## src/hdl/adc_ctrl_pkg.sv

```systemverilog
// Constants shared by the converter control logic
package adc_ctrl_pkg;
	localparam int        DATA_W          = 16;
	localparam int        PAIRS           = 3;
	localparam int        CONV_TIME_NS    = 3000;
	localparam int        CLK_PERIOD_NS   = 4;
	localparam int        CONV_CYCLES     = CONV_TIME_NS / CLK_PERIOD_NS;
	localparam int        CNT_W           = 12;
	// Control register field positions and reset value
	localparam int        CTRL_W          = 8;
	localparam int        CTRL_SEL_LSB    = 0;
	localparam int        CTRL_RNG_LSB    = 3;
	localparam logic [7:0] CTRL_RESET     = 8'h00;
	// Data lines with special meaning
	localparam int        REFERENCE_BUFFER_ENABLE_LINE     = 14;
	localparam int        BYTE_ORDER_LINE = 7;
	// Variant resolution for leading zeros
	localparam int        RES_16          = 16;
	localparam int        RES_14          = 14;
	localparam int        RES_12          = 12;
	typedef enum logic [2:0] {
		ST_ARMED = 3'b001,
		ST_IDLE  = 3'b010,
		ST_BUSY  = 3'b100
	} conv_state_t;
endpackage : adc_ctrl_pkg

```

## src/hdl/result_store.sv

```systemverilog
// Small register memory holding the six conversion results
`timescale 1ns/1ps
module result_store #(
	parameter int WIDTH = 16,
	parameter int DEPTH = 6
) (
	input  wire logic                     clk_in,
	input  wire logic                     rst_n_in,
	input  wire logic                     wr_en_in,
	input  wire logic [2:0]               wr_addr_in,
	input  wire logic [WIDTH-1:0]         wr_data_in,
	input  wire logic [2:0]               rd_addr_in,
	output logic      [WIDTH-1:0]         rd_data_out
);
	logic [WIDTH-1:0] mem [DEPTH];

	always_ff @(posedge clk_in or negedge rst_n_in) begin
		if (!rst_n_in) begin
			for (int i = 0; i < DEPTH; i++) begin
				mem[i] <= '0;
			end
		end else if (wr_en_in && (int'(wr_addr_in) < DEPTH)) begin
			mem[wr_addr_in] <= wr_data_in;
		end
	end

	always_ff @(posedge clk_in or negedge rst_n_in) begin
		if (!rst_n_in) begin
			rd_data_out <= '0;
		end else if (int'(rd_addr_in) < DEPTH) begin
			rd_data_out <= mem[rd_addr_in];
		end else begin
			rd_data_out <= '0;
		end
	end
endmodule : result_store

```

## src/hdl/adc_control_pin_logic.sv

```systemverilog
// Control, range, standby, pair selection and parallel output logic of a six channel converter
`timescale 1ns/1ps
// Behaviour
// - Reset input high aborts conversion, resets device
// - Reset clears control register to zero
// - Hardware mode configuration from select pins
// - Full start pulse needed after reset
// - Hardware mode samples range at busy fall
// - Software mode takes range from register bits
// - Standby low puts all converters in standby
// - Mode select picks pins or register pairs
// - Serial software mode starts from pair A
// - Byte mode uses upper lines, line 7 orders
// - Serial mode: line 14 enables reference buffers
// - Narrow variants drive leading zeros on lines 15 and 14, down to line 12 at 12 bits
// - Byte order high gives MSB first
module adc_control_pin_logic
	import adc_ctrl_pkg::*;
#(
	parameter int RESOLUTION  = adc_ctrl_pkg::RES_16,
	parameter int CONV_CYC    = adc_ctrl_pkg::CONV_CYCLES
) (
	input  wire logic                          clk_in,
	input  wire logic                          rst_n_in,
	input  wire logic                          reset_in,
	input  wire logic [adc_ctrl_pkg::PAIRS-1:0] conversion_start_in,
	input  wire logic                          range_in,
	input  wire logic                          standby_n_in,
	input  wire logic                          hw_sw_select_in,
	input  wire logic                          serial_parallel_select_in,
	input  wire logic                          word_byte_in,
	input  wire logic                          read_n_in,
	input  wire logic                          write_n_in,
	input  wire logic [adc_ctrl_pkg::DATA_W-1:0] data_line_in,
	input  wire logic [adc_ctrl_pkg::DATA_W-1:0] sample_in,
	input  wire logic [3:0]                    reg_addr_in,
	input  wire logic [7:0]                    reg_wdata_in,
	input  wire logic                          reg_write_in,
	input  wire logic                          reg_read_in,
	output logic      [7:0]                    reg_rdata_out,
	output logic      [adc_ctrl_pkg::DATA_W-1:0] data_line_out,
	output logic                               data_line_oe_out,
	output logic                               busy_out,
	output logic      [adc_ctrl_pkg::PAIRS-1:0] pair_range_out,
	output logic                               standby_out,
	output logic                               reference_buffer_enable_out,
	output logic      [adc_ctrl_pkg::PAIRS-1:0] pair_converting_out
);
	import adc_ctrl_pkg::*;

	// ==========================================================
	// Register offsets
	localparam logic [3:0] OFS_CTRL   = 4'h0;
	localparam logic [3:0] OFS_STATUS = 4'h1;

	// ==========================================================
	// Input synchronisers
	localparam int SYNC_W = 10;
	logic [SYNC_W-1:0] sync_a;
	logic [SYNC_W-1:0] sync_b;
	logic [DATA_W-1:0] line_a;
	logic [DATA_W-1:0] line_b;

	always_ff @(posedge clk_in or negedge rst_n_in) begin
		if (!rst_n_in) begin
			// Idle pin levels, so no false strobe or start edge follows reset
			sync_a <= 10'h317;
			sync_b <= 10'h317;
		end else begin
			sync_a <= {write_n_in, read_n_in, word_byte_in, serial_parallel_select_in, hw_sw_select_in,
				standby_n_in, range_in, conversion_start_in};
			sync_b <= sync_a;
		end
	end

	always_ff @(posedge clk_in or negedge rst_n_in) begin
		if (!rst_n_in) begin
			line_a <= '0;
			line_b <= '0;
		end else begin
			line_a <= data_line_in;
			line_b <= line_a;
		end
	end

	logic              reset_a;
	logic              reset_s;
	always_ff @(posedge clk_in or negedge rst_n_in) begin
		if (!rst_n_in) begin
			reset_a <= 1'b1;
			reset_s <= 1'b1;
		end else begin
			reset_a <= reset_in;
			reset_s <= reset_a;
		end
	end

	logic [PAIRS-1:0] cs_s;
	logic             range_s;
	logic             standby_n_s;
	logic             hw_sw_s;
	logic             serial_s;
	logic             byte_mode_s;
	logic             rd_n_s;
	logic             wr_n_s;
	assign cs_s        = sync_b[2:0];
	assign range_s     = sync_b[3];
	assign standby_n_s = sync_b[4];
	assign hw_sw_s     = sync_b[5];
	assign serial_s    = sync_b[6];
	assign byte_mode_s = sync_b[7];
	assign rd_n_s      = sync_b[8];
	assign wr_n_s      = sync_b[9];

	// ==========================================================
	// Control register
	logic [CTRL_W-1:0] ctrl;
	logic              wr_n_d;
	logic              pin_write;
	assign pin_write = wr_n_d && !wr_n_s && !serial_s;

	always_ff @(posedge clk_in or negedge rst_n_in) begin
		if (!rst_n_in) begin
			wr_n_d <= 1'b1;
		end else begin
			wr_n_d <= wr_n_s;
		end
	end

	always_ff @(posedge clk_in or negedge rst_n_in) begin
		if (!rst_n_in) begin
			ctrl <= CTRL_RESET;
		end else if (reset_s) begin
			ctrl <= CTRL_RESET;
		end else if (reg_write_in && reg_addr_in == OFS_CTRL) begin
			ctrl <= reg_wdata_in;
		end else if (pin_write) begin
			ctrl <= line_b[DATA_W-1 -: CTRL_W];
		end
	end

	logic [PAIRS-1:0] sw_sel;
	logic [PAIRS-1:0] sw_rng;
	assign sw_sel = ctrl[CTRL_SEL_LSB +: PAIRS];
	assign sw_rng = ctrl[CTRL_RNG_LSB +: PAIRS];

	// ==========================================================
	// Start detection
	logic [PAIRS-1:0] cs_d;
	logic [PAIRS-1:0] cs_fall_seen;
	logic [PAIRS-1:0] cs_rise;
	logic [PAIRS-1:0] start_req;
	logic [PAIRS-1:0] eff_cs;

	always_comb begin
		if (hw_sw_s && serial_s) begin
			eff_cs = {PAIRS{cs_s[0]}};
		end else begin
			eff_cs = cs_s;
		end
	end

	always_ff @(posedge clk_in or negedge rst_n_in) begin
		if (!rst_n_in) begin
			cs_d <= '1;
		end else begin
			cs_d <= eff_cs;
		end
	end

	assign cs_rise = eff_cs & ~cs_d;

	// A start counts only after its own falling edge has been seen
	always_ff @(posedge clk_in or negedge rst_n_in) begin
		if (!rst_n_in) begin
			cs_fall_seen <= '0;
		end else if (reset_s) begin
			cs_fall_seen <= '0;
		end else begin
			cs_fall_seen <= (cs_fall_seen | (~eff_cs & cs_d)) & ~cs_rise;
		end
	end

	always_comb begin
		start_req = cs_rise & cs_fall_seen;
		if (hw_sw_s) begin
			start_req = (|start_req) ? sw_sel : '0;
		end
	end

	// ==========================================================
	// Conversion sequencer
	conv_state_t      state;
	conv_state_t      next_state;
	logic [CNT_W-1:0] conv_cnt;
	logic [PAIRS-1:0] active;
	logic             conv_done;
	assign conv_done = (state == ST_BUSY) && (conv_cnt == CNT_W'(CONV_CYC - 1));

	always_comb begin
		next_state = state;
		case (state)
			ST_ARMED: begin
				if (|start_req && standby_n_s) begin
					next_state = ST_BUSY;
				end
			end
			ST_IDLE: begin
				if (|start_req && standby_n_s) begin
					next_state = ST_BUSY;
				end
			end
			ST_BUSY: begin
				if (conv_done) begin
					next_state = ST_IDLE;
				end
			end
			default: begin
				next_state = ST_ARMED;
			end
		endcase
	end

	always_ff @(posedge clk_in or negedge rst_n_in) begin
		if (!rst_n_in) begin
			state <= ST_ARMED;
		end else if (reset_s) begin
			state <= ST_ARMED;
		end else begin
			state <= next_state;
		end
	end

	always_ff @(posedge clk_in or negedge rst_n_in) begin
		if (!rst_n_in) begin
			conv_cnt <= '0;
		end else if (state != ST_BUSY || reset_s) begin
			conv_cnt <= '0;
		end else begin
			conv_cnt <= conv_cnt + CNT_W'(1);
		end
	end

	always_ff @(posedge clk_in or negedge rst_n_in) begin
		if (!rst_n_in) begin
			active <= '0;
		end else if (reset_s) begin
			active <= '0;
		end else if (state != ST_BUSY && next_state == ST_BUSY) begin
			active <= start_req;
		end else if (conv_done) begin
			active <= '0;
		end
	end

	// ==========================================================
	// Range selection
	logic [PAIRS-1:0] hw_range;

	// Pin range caught while reset is held and at end of conversion
	always_ff @(posedge clk_in or negedge rst_n_in) begin
		if (!rst_n_in) begin
			hw_range <= '0;
		end else if (reset_s) begin
			hw_range <= {PAIRS{range_s}};
		end else if (conv_done) begin
			hw_range <= {PAIRS{range_s}};
		end
	end

	// Applied range is frozen while busy
	always_ff @(posedge clk_in or negedge rst_n_in) begin
		if (!rst_n_in) begin
			pair_range_out <= '0;
		end else if (state != ST_BUSY) begin
			pair_range_out <= hw_sw_s ? sw_rng : hw_range;
		end
	end

	// ==========================================================
	// Result capture
	logic [2:0]        wr_idx;
	logic [2:0]        rd_idx;
	logic [DATA_W-1:0] rd_word;
	logic              cap_en;
	assign cap_en = conv_done;

	result_store #(
		.WIDTH(DATA_W),
		.DEPTH(2 * PAIRS)
	) u_store (
		.clk_in     (clk_in),
		.rst_n_in   (rst_n_in),
		.wr_en_in   (cap_en),
		.wr_addr_in (wr_idx),
		.wr_data_in (sample_in),
		.rd_addr_in (rd_idx),
		.rd_data_out(rd_word)
	);

	always_ff @(posedge clk_in or negedge rst_n_in) begin
		if (!rst_n_in) begin
			wr_idx <= '0;
		end else if (reset_s) begin
			wr_idx <= '0;
		end else if (cap_en) begin
			wr_idx <= (wr_idx == 3'(2 * PAIRS - 1)) ? 3'h0 : wr_idx + 3'h1;
		end
	end

	// ==========================================================
	// Parallel read path
	logic rd_n_d;
	logic rd_end;
	logic byte_second;
	assign rd_end = !rd_n_d && rd_n_s;

	always_ff @(posedge clk_in or negedge rst_n_in) begin
		if (!rst_n_in) begin
			rd_n_d <= 1'b1;
		end else begin
			rd_n_d <= rd_n_s;
		end
	end

	always_ff @(posedge clk_in or negedge rst_n_in) begin
		if (!rst_n_in) begin
			byte_second <= 1'b0;
			rd_idx      <= '0;
		end else if (reset_s) begin
			byte_second <= 1'b0;
			rd_idx      <= '0;
		end else if (rd_end) begin
			if (byte_mode_s && !byte_second) begin
				byte_second <= 1'b1;
			end else begin
				byte_second <= 1'b0;
				rd_idx      <= (rd_idx == 3'(2 * PAIRS - 1)) ? 3'h0 : rd_idx + 3'h1;
			end
		end
	end

	function automatic logic [DATA_W-1:0] mask_word(input logic [DATA_W-1:0] w);
		logic [DATA_W-1:0] m;
		m = w;
		if (RESOLUTION < RES_16) begin
			m[DATA_W-1] = 1'b0;
		end
		if (RESOLUTION <= RES_12) begin
			m[REFERENCE_BUFFER_ENABLE_LINE] = 1'b0;
			m[13]          = 1'b0;
			m[12]          = 1'b0;
		end else if (RESOLUTION <= RES_14) begin
			m[REFERENCE_BUFFER_ENABLE_LINE] = 1'b0;
		end
		return m;
	endfunction : mask_word

	logic [DATA_W-1:0] word_m;
	logic              msb_first;
	assign word_m    = mask_word(rd_word);
	assign msb_first = line_b[BYTE_ORDER_LINE];

	always_ff @(posedge clk_in or negedge rst_n_in) begin
		if (!rst_n_in) begin
			data_line_out <= '0;
		end else if (!byte_mode_s) begin
			data_line_out <= word_m;
		end else if (msb_first ^ byte_second) begin
			data_line_out <= {word_m[15:8], 8'h00};
		end else begin
			data_line_out <= {word_m[7:0], 8'h00};
		end
	end

	assign data_line_oe_out = !serial_s && !rd_n_s && !reset_s;

	// ==========================================================
	// Standby, reference buffers and status
	always_ff @(posedge clk_in or negedge rst_n_in) begin
		if (!rst_n_in) begin
			standby_out <= 1'b0;
		end else begin
			standby_out <= !standby_n_s;
		end
	end

	always_ff @(posedge clk_in or negedge rst_n_in) begin
		if (!rst_n_in) begin
			reference_buffer_enable_out <= 1'b0;
		end else if (serial_s) begin
			reference_buffer_enable_out <= line_b[REFERENCE_BUFFER_ENABLE_LINE];
		end else begin
			reference_buffer_enable_out <= 1'b1;
		end
	end

	assign busy_out            = (state == ST_BUSY);
	assign pair_converting_out = active;

	always_ff @(posedge clk_in or negedge rst_n_in) begin
		if (!rst_n_in) begin
			reg_rdata_out <= '0;
		end else if (reg_read_in && reg_addr_in == OFS_CTRL) begin
			reg_rdata_out <= ctrl;
		end else if (reg_read_in && reg_addr_in == OFS_STATUS) begin
			reg_rdata_out <= {3'h0, pair_range_out, busy_out, state == ST_ARMED};
		end else begin
			reg_rdata_out <= '0;
		end
	end

	// ==========================================================
	// Checks
	reset_abort_a : assert property (@(posedge clk_in) disable iff (!rst_n_in)
		reset_s |=> !busy_out && active == '0)
		else $error("conversion survives reset");
	reset_clear_a : assert property (@(posedge clk_in) disable iff (!rst_n_in)
		reset_s |=> ctrl == CTRL_RESET)
		else $error("control register not cleared");
	start_armed_a : assert property (@(posedge clk_in) disable iff (!rst_n_in)
		(state == ST_ARMED && $rose(reset_s) == 1'b0 && cs_fall_seen == '0) |=> state != ST_BUSY)
		else $error("conversion without full start pulse");
	range_hold_a : assert property (@(posedge clk_in) disable iff (!rst_n_in)
		(busy_out && $past(busy_out)) |-> $stable(pair_range_out))
		else $error("range changed mid conversion");
	sw_range_a : assert property (@(posedge clk_in) disable iff (!rst_n_in)
		(!busy_out && hw_sw_s && $stable(sw_rng) && $stable(hw_sw_s)) |=> pair_range_out == $past(sw_rng))
		else $error("software range not applied");
	standby_map_a : assert property (@(posedge clk_in) disable iff (!rst_n_in)
		$stable(standby_n_s) |=> standby_out == !$past(standby_n_s))
		else $error("standby output wrong");
	conv_len_a : assert property (@(posedge clk_in) disable iff (!rst_n_in || reset_s)
		$rose(busy_out) |-> busy_out [*8])
		else $error("conversion ended early");
	byte_upper_a : assert property (@(posedge clk_in) disable iff (!rst_n_in)
		$past(byte_mode_s) && byte_mode_s |-> data_line_out[7:0] == 8'h00)
		else $error("byte mode drives low lines");
endmodule : adc_control_pin_logic

```

## config.mk

```make
export PLATFORM = sky130hd
export DESIGN_NAME = adc_control_pin_logic
export DESIGN_NICKNAME = d
export VERILOG_FILES = /design/src/hdl/adc_ctrl_pkg.sv /design/src/hdl/result_store.sv /design/src/hdl/adc_control_pin_logic.sv
export SDC_FILE = /design/constraint.sdc
export NUM_CORES = 1
export LEC_CHECK = 0
export ABC_CLOCK_PERIOD_IN_PS = 8800
export CAP_MARGIN = 10
export CORE_MARGIN = 3
export CORE_UTILIZATION = 40
export CTS_CLUSTER_DIAMETER = 150
export DETAILED_ROUTE_END_ITERATION = 12
export DONT_BUFFER_PORTS = 1
export PLACE_DENSITY = 0.63
export RECOVER_POWER = 100
export SLEW_MARGIN = 20
export SYNTH_ARGS = -nofsm -noshare
export SYNTH_HDL_FRONTEND = slang
export SYNTH_HIERARCHICAL = 1
export SYNTH_SLANG_ARGS = --single-unit
```

## constraint.sdc

```tcl
create_clock -name clk_in -period 8.8 [get_ports clk_in]
set_clock_uncertainty 0.2 [all_clocks]
set_input_delay 0.44 -clock clk_in [delete_from_list [all_inputs] [get_ports clk_in]]
set_output_delay 0.44 -clock clk_in [all_outputs]
set_load 0.1 [all_outputs]
```

# After elaboration in Yosys (flattened, before gate mapping)
# Index checks and enable logic that the tools add are counted.
[op_classes]
n_bitwise = 11
shifts = 0
div = 0
reduce_logical = 32
n_eq_ne = 10
addsub = 3
order_cmp = 5
mux = 40
n_mul = 0
[op_table]
columns = ["op", "n"]
rows = [
  ["bitwise mux 96 bit", 1],
  ["two-way mux 16 bit", 6],
  ["two-way mux 3 bit", 20],
  ["binary-select mux 16 bit (select 3 bit)", 1],
  ["demux 16 bit (select 3 bit)", 1],
  ["two-way mux 8 bit", 4],
  ["logical AND 1 bit", 15],
  ["adder 12 x 1 -> 12 bit, second input constant", 1],
  ["AND 3 bit", 4],
  ["equality test 12 x 10 -> 1 bit, second input constant", 1],
  ["equality test 3 bit, second input constant", 4],
  ["two-way mux 12 bit", 1],
  ["inverter 3 bit", 3],
  ["greater-or-equal comparator 4 bit, second input constant", 2],
  ["inverter 3 -> 4 bit", 2],
  ["logical NOT 1 bit", 7],
  ["adder 3 x 1 -> 3 bit, second input constant", 2],
  ["< comparator 3 bit, second input constant", 2],
  ["case mux 3 bit (2 select lines)", 1],
  ["nonzero test 3 bit", 2],
  ["OR reduction 3 bit", 2],
  ["two-way mux 5 bit", 1],
  ["equality test 4 x 1 -> 1 bit, second input constant", 1],
  ["logical NOT 4 bit", 1],
  ["other kinds (12)", 16],
]
[totals]
memories = 0
latch_bits = 0
ramBits = 0
ff_bits = 239
rom_bits = 0
output_inout_bits = 34

# Depth between registers and ports, before layout
# Gate-level depths: netlist of the first run.
[depth]
ltp_word = 15
mapped_depth = 8
mapped_depth_nobuf = 7

# Cells and area by module
# Netlist of the first run, hierarchy kept.
[modules_own_cells]
columns = ["module", "cells_each", "area_per_inst_um2", "n_inst"]
rows = [
  ["result_store", 320, 4938.5, 1],
  ["adc_control_pin_logic", 316, 4091.4, 1],
]

# Worst setup path after synthesis of the first run
# OpenSTA, ideal clock, no wires.
[synth_path]
path_kind = "reg-to-output"
startpoint = "register sync_b[6]"
endpoint = "output port data_line_oe_out"
stages_incl_launch_ff = 2
n_path_buf = 0
setup_slack_ns = 5.678
t_arrival_ns = 2.482
cell_sequence = "dfrtp_1 -> nor3_1"
[synth_via]
elab_chain_len = 3
[synth_rtl]
columns = ["element", "line", "rtl"]
rows = [
  ["start, declared", "adc_control_pin_logic.sv:60", "logic [SYNC_W-1:0] sync_b;"],
  ["start signal, assigned", "adc_control_pin_logic.sv:72", "sync_b <= sync_a;"],
  ["logical NOT 1 bit", "adc_control_pin_logic.sv:376", "assign data_line_oe_out = !serial_s && !rd_n_s && !reset_s;"],
  ["logical AND 1 bit (2 in series)", "adc_control_pin_logic.sv:376", ""],
  ["end, declared", "adc_control_pin_logic.sv:42", "output logic data_line_oe_out,"],
]
# Every way passes these cells.

# Worst setup path in the final report of the first run
[layout_path]
startpoint = "register state[2]"
endpoint = "register u_store/mem[31] (netlist bit)"
[layout_via]
elab_chain_len = 3
[layout_rtl]
columns = ["element", "line", "rtl"]
rows = [
  ["start, declared", "adc_control_pin_logic.sv:193", "conv_state_t state;"],
  ["start signal, assigned", "adc_control_pin_logic.sv:230", "state <= next_state;"],
  ["equality test 3 bit", "adc_control_pin_logic.sv:198", "assign conv_done = (state == ST_BUSY) && (conv_cnt == CNT_W'(CONV_CYC - 1));"],
  ["logical AND 1 bit", "adc_control_pin_logic.sv:198", ""],
  ["net cap_en", "adc_control_pin_logic.sv:285", "logic cap_en;"],
  ["logical AND 1 bit", "result_store.sv:22", "end else if (wr_en_in && (int'(wr_addr_in) < DEPTH)) begin"],
  ["end signal, assigned by index", "result_store.sv:23", "mem[wr_addr_in] <= wr_data_in;"],
  ["end, declared", "result_store.sv:15", "logic [WIDTH-1:0] mem [DEPTH];"],
]
# The timed path passes the listed nets, and every way through them passes these cells.
# A chain may end at the register's enable or synchronous reset.

==> results of run 1 <==
[worst max-delay path: stages, from the launching register on]
cell	delay, ns
dfrtp_1	0.41
or3b_1	0.42
nor4_1	0.71
nand2_1	0.11
nor3_1	2.36
mux2_2	0.49
[final timing paths]
kind | to | startpoint | slack (ns)
max | u_store/mem[31]$_DFFE_PN0P_ | state[2]$_DFF_PN0_ | 3.97
min | reg_rdata_out[0]$_DFF_PN0_ | reg_addr_in[2] | 0.05
max reg2reg | u_store/mem[31]$_DFFE_PN0P_ | state[2]$_DFF_PN0_ | 3.97
min reg2reg | sync_b[5]$_DFF_PN0_ | sync_a[5]$_DFF_PN0_ | 0.14
max in group asynchronous | conv_cnt[10]$_DFF_PN0_ | rst_n_in | 4.53
min in group asynchronous | line_b[13]$_DFF_PN0_ | rst_n_in | 1.66
[synthesized netlist by cell type, types with 2 or more instances]
library cell  count  area share
a21boi_0          2      0.0017
a21oi_1          10      0.0055
and2_1            3      0.0021
and3_1            4      0.0028
and4bb_2          2      0.0028
buf_2             9      0.0050
buf_4             3      0.0025
buf_6             7      0.0087
clkbuf_1         11      0.0046
dfrtp_1         203        0.56
dfstp_2          20       0.058
ha_1              2      0.0028
inv_1             9      0.0037
mux2_2           91        0.11
mux2_4           14       0.023
mux2i_1          66       0.073
nand2_1          28       0.012
nand2b_1          6      0.0042
nand3_1           5      0.0028
nand3b_1          3      0.0025
nand4_1           2      0.0014
nand4b_2          2      0.0033
nor2_1           27       0.011
nor2b_1          13      0.0090
nor3_1            4      0.0022
o211ai_1          5      0.0042
o21a_1            2      0.0017
o21ai_0          30       0.017
o32a_1           16       0.018
or2_2             2      0.0014
xnor2_1           6      0.0058
xor2_1            8      0.0078
[power by group through the flow]
stage               Combinational, mW  Clock (mW)  Sequential [mW]
finish                         0.0939        1.02             1.10
floorplan                      0.0449           0             1.11
global route                    0.105        1.09             1.10
detailed placement             0.0512           0             1.12
CTS                            0.0959        1.05             1.10
global placement               0.0499           0             1.11
[kinds of logic after synthesis]
family	Yosys count
XOR/XNOR	14
adder cells (fa/ha/maj)	3
AND/OR/NAND/NOR	113
flip-flops	223
buffers and inverters	41
multiplexers	171
AO/OA/AOI/OAI	71
[sequential cells by signal (all words and copies together) (netlist names), 3 cells and up]
register	count
u_store/rd_data_out	16
cs_d	3
line_a	9
rd_idx	3
pair_converting_out	3
conv_cnt	12
state	3
ctrl	8
sync_a	10
wr_idx	3
sync_b	10
cs_fall_seen	3
pair_range_out	3
u_store/mem	96
line_b	9
reg_rdata_out	8
data_line_out	16
[metal layers]
layer  track usage  vias to the layer above  part of all wire
met3        0.0337                       26             0.051
li1              -                     2346                 -
met1         0.202                     2612              0.46
met4        0.0346                        0             0.015
met5             0                        -                 0
met2         0.248                      103              0.48
[cell type report]
type	count	area, um^2
inverters	10	37.5
multi-input cells	372	3090
clock buffers	34	719
repair buffers	53	551
fillers	1911	11600
well taps	280	350
diodes	2	5.00
flip-flops and latches	223	5610
clock inverters	8	101
[through the flow]
step	total power, mW	cells
detailed placement	1.17	888
finish	2.21	982
CTS	2.24	979
global route	2.30	982
global placement	1.16	888
floorplan	1.15	636
[repair_timing]
item	CTS	global route
hold buffers	49	0
endpoints found under the setup margin	0	0
hold endpoints to repair	355	0
==> results.md, run 1 <==
- Hpwl dp: 10.6 mm
- Die Wd: 156 um
- Startpoint types: flop
- Worst hold margin: 0.0451 ns
- Routed vias: 5087
- Setup TNS: 0 ns
- Leak: 4.63 nW
- ANT nets after route: 0
- RSZ-0062 raised after global routing: false
- IO Count: 93
- Initial antenna violation count: 2
- Power share of the clock group: 0.462
- Final Cycle Share: 0.549
- Max H-tree Level: 1
- Synthesis-to-finish area growth: 15.8%
- Post-layout min period: 4.83 ns
- Post-Syn Area per Cell: around 14 um^2
- Final Hold Fails: 0
- Remaining DRCs: 0
- Cts repair resizes: 0
- Largest net degree at the start of global routing: 224
- Sw Ratio: 0.221
- WS Path Type: flop to flop
- Crit path arrival time: 5.01 ns
- Final Cell Area: 10500 um^2
- Critical Path Fanout Max: 16
- Ys flop type: dfrtp_1
- Yosys warns: 6
- Comb pwr share: 0.042
- Post-synthesis simple-gate area fraction: 0.0725
- # rows: 54
- Reg2Reg Depth: 5
- Xor/xnor share of the synthesized area: 0.0136
- GRT Total Usage: 0.149
- RePlAce Congestion: 0.772
- Setup Buffers After CTS: 0
- Tightest Hold Check Type: input port to flop
- Syn_nets: 697
- Least-Margin Pin Slew: 3.94 ns
- Unique masters post-synth: 53
- Net switching power: around 490 uW
- Commonest cells after routing, fill and taps aside: dfrtp_1 (203), mux2_2 (88), mux2i_1 (66)
- Rel. slew slack: -1.63
- Flop pwr share: 0.496
- Depth of the worst hold-timing path: 3
- VDD IR-drop max: 0.105 mV
- Adder-cell share of the synthesized area: 0.00388
- Initial DRC Count: 223
- Worst-path clk slew: 0.06 ns
- Mux share of post-synthesis cell area: 0.210
- Int Pwr: 1.72 mW
- Post-synth EDFFs: 0
- Post-synth ARST share: 1.00
- Slew Limit Fails: 131
- Final nets: 745
- Avg WL per Cell: 18.4 um
- Worst slack at placement: 5.27 ns
- Longest Clk Path Bufs: 3
- Max Cap Violations: 3
- Clock Sinks: 223
- Synth Register Bits: about 220
- First-pass GRT wire length: 29.4 mm
- Placed inst area: around 9200 um^2
- Clock insertion delay at the later pin of the skew report: 0.50 ns
- Required time worst endpoint: about 9 ns
- Complex-gate fraction of the synthesized area: 0.0528
- Pre-Repair DR Iteration Count: 4
- CTS buffer count: 24
- Finish-stage setup viols: 0
- Port bufs: 0
- Status: finished with violations
- Vias in the first global route: 5506
- Clock root buffer: clkbuf_16
- Die area: 24400 um^2
- Via density: 5.18
- Initial Utilization: 0.410
- Core Util, Final: 0.475
- Area of the core: 22000 um^2
- Die Y-Extent: 156 um
- Grt total ovfl: 0
- Most common cell after layout, fill and taps aside: dfrtp_1
- FMAX: 207 MHz
- WL final: 18.1 mm
- Power Density: between 200 and 250 nW/um^2
- Seq/Total Area, Yosys: 0.621
- Final worst setup slack: 3.97 ns
- Violated checks: capacitance limit, slew limit
- Endpoint class of the critical path: flop
- Layout cells sized above 1: 0.216
- Synthesized netlist cell count: around 640
- CTS tree: yes
- Cell Area, Synth: ~9000 um^2
- Main combinational cell family by area after synthesis: multiplexers
Power figures use the tool's default switching activity.
==> run 2, diff against run 1 <==
Settings changed: ABC_AREA set to 1, ABC_CLOCK_PERIOD_IN_PS 8800 to 4500.
Clock period 8.8 ns to 4.5 ns, I/O delays scaled along.
==> run 2 against run 1 <==
The run ends with hold timing, capacitance limit, slew limit left. Count of clock-buffer cells in the layout is 4 lower. Non-clock buffer count is 1 higher. Wire length is 8.1% higher. Register-to-register slack worse by 2.8 ns. Highest routed layer is now met5. Final area is 1.1% higher. Synthesized cell count is 61% higher.
==> results.md, run 2 <==
- Synth Register Bits: 223 (unchanged)
- Critical Path Fanout Max: 51 (+35)
- Hpwl dp: 11.6 mm (+8.5%)
- Final nets: 1121 (+50%)
- Top post-synthesis cells by area: dfrtp_1 (56%), nand2_1 (13%), o21ai_0 (6.5%)
- Unique masters post-synth: 31 (-42%)
- Crit-path leading delay family: buffers and inverters
- Via density: 4.84 (-6.6%)
- Setup Buffers After CTS: 0 (unchanged)
- Largest register FFs: 96 (unchanged)
- Worst-path clk slew: 0.06 ns (about the same)
- Synth area leader: dfrtp_1
- CP max-delay cell: inv_1
- Cells along the critical path: clkbuf_2 > inv_1 > nand2_1 > nand3_1 > nand2_1 > nand2_1 > nand2_1
- First-pass GRT wire length: 32.9 mm (+12%)
- Seq/Total Area, Yosys: 0.614 (-0.00630)
- Largest net degree at the start of global routing: 224 (unchanged)
- Violated checks: hold timing, capacitance limit, slew limit
- Endpoint class of the critical path: flop
- RePlAce Congestion: 0.809 (+4.9%)
- Max incr delay on CP: 1.46 ns (-0.90 ns)
- Longest Clk Path Bufs: 3 (unchanged)
- # rows: 54 (unchanged)
- Post-synth top area share: 0.557 (-0.00571)
- Hold-fix buffers at CTS: 50 (+2.0%)
- Remaining DRCs: 0 (unchanged)
- Placed inst area: 9350 um^2 (+1.3%)
- Yosys warns: 6 (unchanged)
- Pre-Repair DR Iteration Count: 5 (+1)
- Required time worst endpoint: 4.67 ns (-4.31 ns)
- Initial DRC Count: 546 (+140%)
- Largest regs: u_store/mem (96), data_line_out (16), u_store/rd_data_out (16)
- Synthesis-to-finish area growth: 15.8% (about the same)
- WL final: 19.6 mm (+8.1%)
- Tightest Hold Check Type: input port to asynchronous set/reset pin
- Ys flop type: dfrtp_1
- Synthesized netlist cell count: 1021 (+61%)
- Power Total: 4.53 mW (+100%)
- Layout cells sized above 1: 0.0549 (-0.161)
- Final worst setup slack: 1.14 ns (-2.84 ns)
- GRT Total Usage: 0.163 (+0.0139)
- Clock Sinks: 223 (unchanged)
- Cts repair resizes: 0 (unchanged)
- Vias in the first global route: 6289 (+14%)
- Routed vias: 6551 (+29%)
- Post-layout min period: 3.36 ns (-1.46 ns)
- Final Hold Fails: 223 (+223)
- Least-Margin Pin Slew: 1.60 ns (-2.34 ns)
- Post-Syn Area per Cell: 8.93 um^2 (-37%)
- Post-Layout Cell Count: 1354 (+38%)
- Clock root buffer: clkbuf_16
- Crit path arrival time: 3.54 ns (-1.47 ns)
- Grt total ovfl: 0 (unchanged)
- Commonest cells after routing, fill and taps aside: nand2_1 (316), dfrtp_1 (203), inv_1 (149)
- Rel. slew slack: -0.0688 (+1.56)
- Placed cells: 1264 (+42%)
- Setup TNS: 0 ns (unchanged)
- Finish-stage setup viols: 0 (unchanged)
- Startpoint types: flop
- Initial antenna violation count: 2 (unchanged)
- IO Count: 93 (unchanged)
- Status: finished with violations
- Die Wd: 157 um (+0.49%)
- Power Density: 428 nW/um^2 (+100%)
- Core Util, Final: 0.478 (+0.00353)
- Area of the core: 22100 um^2 (+0.31%)
- Die area: 24700 um^2 (+0.98%)
- Worst slack at placement: 1.56 ns (-3.71 ns)
- Slew Limit Fails: 49 (-63%)
- Post-synth ARST share: 1.00 (unchanged)
- FMAX: 297 MHz (+44%)
- Final Cycle Share: 0.748 (+0.199)
- RSZ-0062 raised after global routing: false
- Count leader, synth: nand2_1
- Initial Utilization: 0.413 (+0.00294)
- CTS tree: yes
- ANT nets after route: 0 (unchanged)
- Clock insertion delay at the later pin of the skew report: 0.51 ns (about the same)
- Worst hold margin: -0.792 ns (-0.837 ns)
- WS Path Type: flop to flop
- Fillers: 2077 (+8.7%)
- # diodes: 0 (-2)
- Avg WL per Cell: 14.5 um (-22%)
- Port bufs: 0 (unchanged)
- Final Cell Area: 10600 um^2 (+1.1%)
- CTS buffer count: 24 (unchanged)
- Largest Register: u_store/mem
- Leak: 5.64 nW (+22%)
- Max H-tree Level: 1 (unchanged)
- Syn_nets: 1082 (+55%)
- Most common cell after layout, fill and taps aside: nand2_1
- VDD IR-drop max: 0.239 mV (+130%)
- Post-synth top cells: nand2_1 (316), dfrtp_1 (203), inv_1 (147)
- Cell Area, Synth: 9120 um^2 (+1.0%)
- Crit path buffers/inverters: 2 (+2)
- Most used cell, CP: nand2_1
- Die Y-Extent: 157 um (+0.49%)
- Post-synth EDFFs: 0 (unchanged)
- Max Cap Violations: 1 (-2)
==> run 2: cell count changes after synthesis, moves of 16 or more <==
| cell | before | now |
|---|---|---|
| buf_2 | 9 | 26 |
| inv_1 | 9 | 147 |
| mux2_2 | 91 | 0 |
| mux2i_1 | 66 | 10 |
| nand2_1 | 28 | 316 |
| nand3_1 | 5 | 64 |
| o21ai_0 | 30 | 118 |
| o32a_1 | 16 | 0 |
==> run 2: final timing paths <==
| check | start | endpoint | slack [ns] | cells after the start |
|---|---|---|---|---|
| min in group clk_in | standby_n_in | sync_a[4]$_DFF_PN1_ | 0.05 | 1 |
| max in group asynchronous | rst_n_in | data_line_out[9]$_DFF_PN0_ | 4.49 | 0 |
| hold reg to reg | sync_a[3]$_DFF_PN0_ | sync_b[3]$_DFF_PN0_ | 0.15 | 0 |
| setup / recovery | rd_idx[0]$_DFFE_PN0P_ | u_store/rd_data_out[5]$_DFF_PN0_ | 1.14 | 7 |
| setup reg to reg | rd_idx[0]$_DFFE_PN0P_ | u_store/rd_data_out[5]$_DFF_PN0_ | 1.14 | 7 |
| hold / removal | rst_n_in | line_b[9]$_DFF_PN0_ | -0.79 | 0 |
==> run 2: worst register-to-register path, delay by kind of cell, from the launching register on <==
kind	cells	cell delay, ns
flip-flops	1	0.35
AND/OR/NAND/NOR	5	0.56
buffers and inverters	2	2.11
==> run 2: layout make-up <==
| class | instances | area [um^2] | area share |
|---|---|---|---|
| clock buffer | 30 | 654 | 0.0619 |
| multi-input combinational | 608 | 2740 | 0.259 |
| clock inverter | 10 | 139 | 0.0131 |
| sequential | 223 | 5610 | 0.530 |
| tap | 280 | 350 | 0.0332 |
| inverter | 149 | 559 | 0.0529 |
| timing repair buffer | 54 | 520 | 0.0493 |
==> run 2: metal layers <==
| layer | global-route usage | wire length, um |
|---|---|---|
| met5 | 0 | 27 |
| met4 | 0.0360 | 270 |
| met3 | 0.0344 | 1160 |
| met2 | 0.257 | 8720 |
| met1 | 0.235 | 9390 |
==> run 2: cells by family after synthesis <==
kind of cell / share of synthesized area
compound gates: 0.0853
buf+inv: 0.0838
simple gates: 0.200
xor+xnor: 0.00288
mux: 0.0110
flops: 0.614
fa+ha+maj: 0.00274
==> run 2: power by group <==
group | leakage (nW) | internal, mW | total (mW) | switching (mW)
registers | 2.34 | 2.08 | 2.31 | 0.227
clock network | 0.387 | 1.20 | 1.98 | 0.779
logic | 2.91 | 0.0878 | 0.240 | 0.152
==> run 3, diff against run 2 <==
Settings changed: ABC_CLOCK_PERIOD_IN_PS 4500 to 2850, PLACE_DENSITY 0.63 to 0.65.
Clock period 4.5 ns to 2.85 ns, I/O delays scaled along.
==> run 3 against run 2 <==
The flow finishes with violations (hold timing). Global-route usage rose by 0.14 points. Die area unchanged. Sequential share of layout area is 1.7 points lower. Power grew 53%. Clock power up 44%. Final area grew 3.2%. Largest cell class unchanged. Sequential cell count is the same. Critical path type is now flop to primary output. Wire length increased by 1.2%. Sequential power increased by 56%. Largest power group unchanged. Count of clock-buffer cells in the layout is 5 higher. Critical endpoint is now data_line_oe_out.
==> results.md, run 3 (same netlist as run 2, synthesis figures left out) <==
- Clock Sinks: 223 (unchanged)
- Power Density: 634 nW/um^2 (+48%)
- Final Cycle Share: 0.864
- Longest Clk Path Bufs: 3 (unchanged)
- Clock root buffer: clkbuf_16
- ANT nets after route: 0 (unchanged)
- Initial DRC Count: 505 (-7.5%)
- Rel. slew slack: 0.154 (+0.223)
- Post-layout min period: 2.46 ns
- CTS buffer count: 24 (unchanged)
- Area of the core: 22100 um^2 (unchanged)
- GRT Total Usage: 0.165 (+0.00143)
- RePlAce Congestion: 0.800 (-1.1%)
- Area of the multi-input gates: 2750 um^2 (+0.41%)
- Final Hold Fails: 223 (unchanged)
- # rows: 54 (unchanged)
- Max H-tree Level: 1 (unchanged)
- Tightest Hold Check Type: input port to asynchronous set/reset pin
- Vias in the first global route: 6471 (+2.9%)
- Initial antenna violation count: 3 (+1)
- Die Y-Extent: 157 um (unchanged)
- Die Wd: 157 um (unchanged)
- Finish-stage setup viols: 0 (unchanged)
- Slew Limit Fails: 0 (-100%)
- Layout cells sized above 1: 0.0652 (+0.0102)
- Most common cell after layout, fill and taps aside: nand2_1
- Worst hold margin: -0.862 ns (-0.0696 ns)
- Synthesis-to-finish area growth: 19.6%
- IO Count: 93 (unchanged)
- Critical Path Fanout Max: 9 (-82%)
- Status: finished with violations
- Largest net degree at the start of global routing: 224 (unchanged)
- Pre-Repair DR Iteration Count: 5 (unchanged)
- Largest register FFs: 96 (unchanged)
- Avg WL per Cell: 14.1 um (-2.2%)
- Max Cap Violations: 0 (-1)
- Fillers: 2009 (-3.3%)
- FMAX: 406 MHz
- Required time worst endpoint: 2.51 ns (-2.16 ns)
- Endpoint class of the critical path: primary output
- Register area: 5610 um^2 (unchanged)
- Via density: 4.76 (-1.5%)
- Startpoint types: flop
- Hold-fix buffers at CTS: 77 (+54%)
- First-pass GRT wire length: 33.1 mm (+0.69%)
- WL final: 19.8 mm (+1.2%)
- Routed vias: 6675 (+1.9%)
- Hpwl dp: 11.6 mm (+0.39%)
- Largest Register: u_store/mem
- Port bufs: 0 (unchanged)
- Largest regs: u_store/mem (96), data_line_out (16), u_store/rd_data_out (16)
- Violated checks: hold timing
- WS Path Type: flop to primary output
- Crit path arrival time: 2.12 ns (-1.42 ns)
- Cells along the critical path: buf_4 > nor3_4 > clkbuf_1
- Leak: 5.79 nW (+2.7%)
- CP max-delay cell: clkbuf_1
- Core Util, Final: 0.494 (+0.0154)
- Die area: 24700 um^2 (unchanged)
- Worst-path clk slew: 0.05 ns (about the same)
- Initial Utilization: 0.413 (unchanged)
- Least-Margin Pin Slew: 1.27 ns (-0.332 ns)
- RSZ-0062 raised after global routing: false
- VDD IR-drop max: 0.357 mV (+50%)
- Clock insertion delay at the later pin of the skew report: 0.52 ns (about the same)
- Max incr delay on CP: 0.90 ns (-0.56 ns)
- Commonest cells after routing, fill and taps aside: nand2_1 (316), dfrtp_1 (203), inv_1 (148)
- CTS tree: yes
- Final nets: 1167 (+4.1%)
- Grt total ovfl: 0 (unchanged)
- Remaining DRCs: 0 (unchanged)
- Setup TNS: 0 ns (unchanged)
run 3: cell count changes in the layout (fill, tap and decap cells not counted), moves of 2 or more:
cell,previous run,this run
clkinv_4,2,0
clkbuf_8,1,5
clkbuf_1,6,13
buf_4,1,13
bufinv_16,3,0
dlygate4sd3_1,50,77
run 3: timing repair:
item / 4_1_cts / 5_1_grt
setup buffers: 0 / 0
endpoints found under the hold margin: 355 / 223
resized for setup: 0 / 0
run 3: power breakdown:
part	internal [mW]	switching, mW	total (mW)
Sequential	3.29	0.308	3.60
Clock	1.67	1.18	2.85
Combinational	0.172	0.297	0.468
run 3: path summary, 6_finish.rpt:
kind                                        from                     endpoint  slack, ns  cells past startpoint
max                            reset_s$_DFF_PN1_             data_line_oe_out       0.39                      3
min                                     rst_n_in        conv_cnt[0]$_DFF_PN0_      -0.86                      0
max reg2reg                conv_cnt[1]$_DFF_PN0_  u_store/mem[57]$_DFFE_PN0P_       0.42                     11
min reg2reg                 line_a[15]$_DFF_PN0_         line_b[15]$_DFF_PN0_       0.15                      0
max in group asynchronous               rst_n_in          sync_a[2]$_DFF_PN1_       2.95                      0
min in group clk_in                 reg_write_in          ctrl[3]$_DFFE_PN0P_       0.03                      4
run 3: metrics by stage:
step,instance area [um^2],hold WS [ns],total power [mW],worst slack (ns),std cells
2_1_floorplan,9140,-0.353,3.93,0.299,1021
3_3_place_gp,9460,-0.336,4.04,0.545,1283
3_5_place_dp,9460,-0.338,4.04,0.497,1283
4_1_cts,11000,-0.891,7.02,0.477,1400
5_1_grt,10900,-0.888,7.21,0.118,1401
6_report,10900,-0.862,6.92,0.387,1401
run 3: area by class of cell:
class / count / area share
diodes: 1 / 0.000229
clock buffers: 35 / 0.0634
clock inverters: 5 / 0.00356
inverters: 149 / 0.0513
multi-input cells: 608 / 0.252
flip-flops and latches: 223 / 0.514
well taps: 280 / 0.0321
repair buffers: 100 / 0.0834
run 3: layer usage:
| layer | routed length (um) | GRT usage | vias to the layer above |
|---|---|---|---|
| met5 | 27 | 0 | - |
| met4 | 341 | 0.0421 | 4 |
| met3 | 1010 | 0.0297 | 29 |
| met2 | 9040 | 0.265 | 163 |
| met1 | 9380 | 0.233 | 3126 |
| li1 | - | - | 3353 |
run 3: worst max-delay path, delay by kind of cell (launching register included):
family,cells,cell delay [ns]
buffers and inverters,2,1.07
AND/OR/NAND/NOR,1,0.16
flip-flops,1,0.37
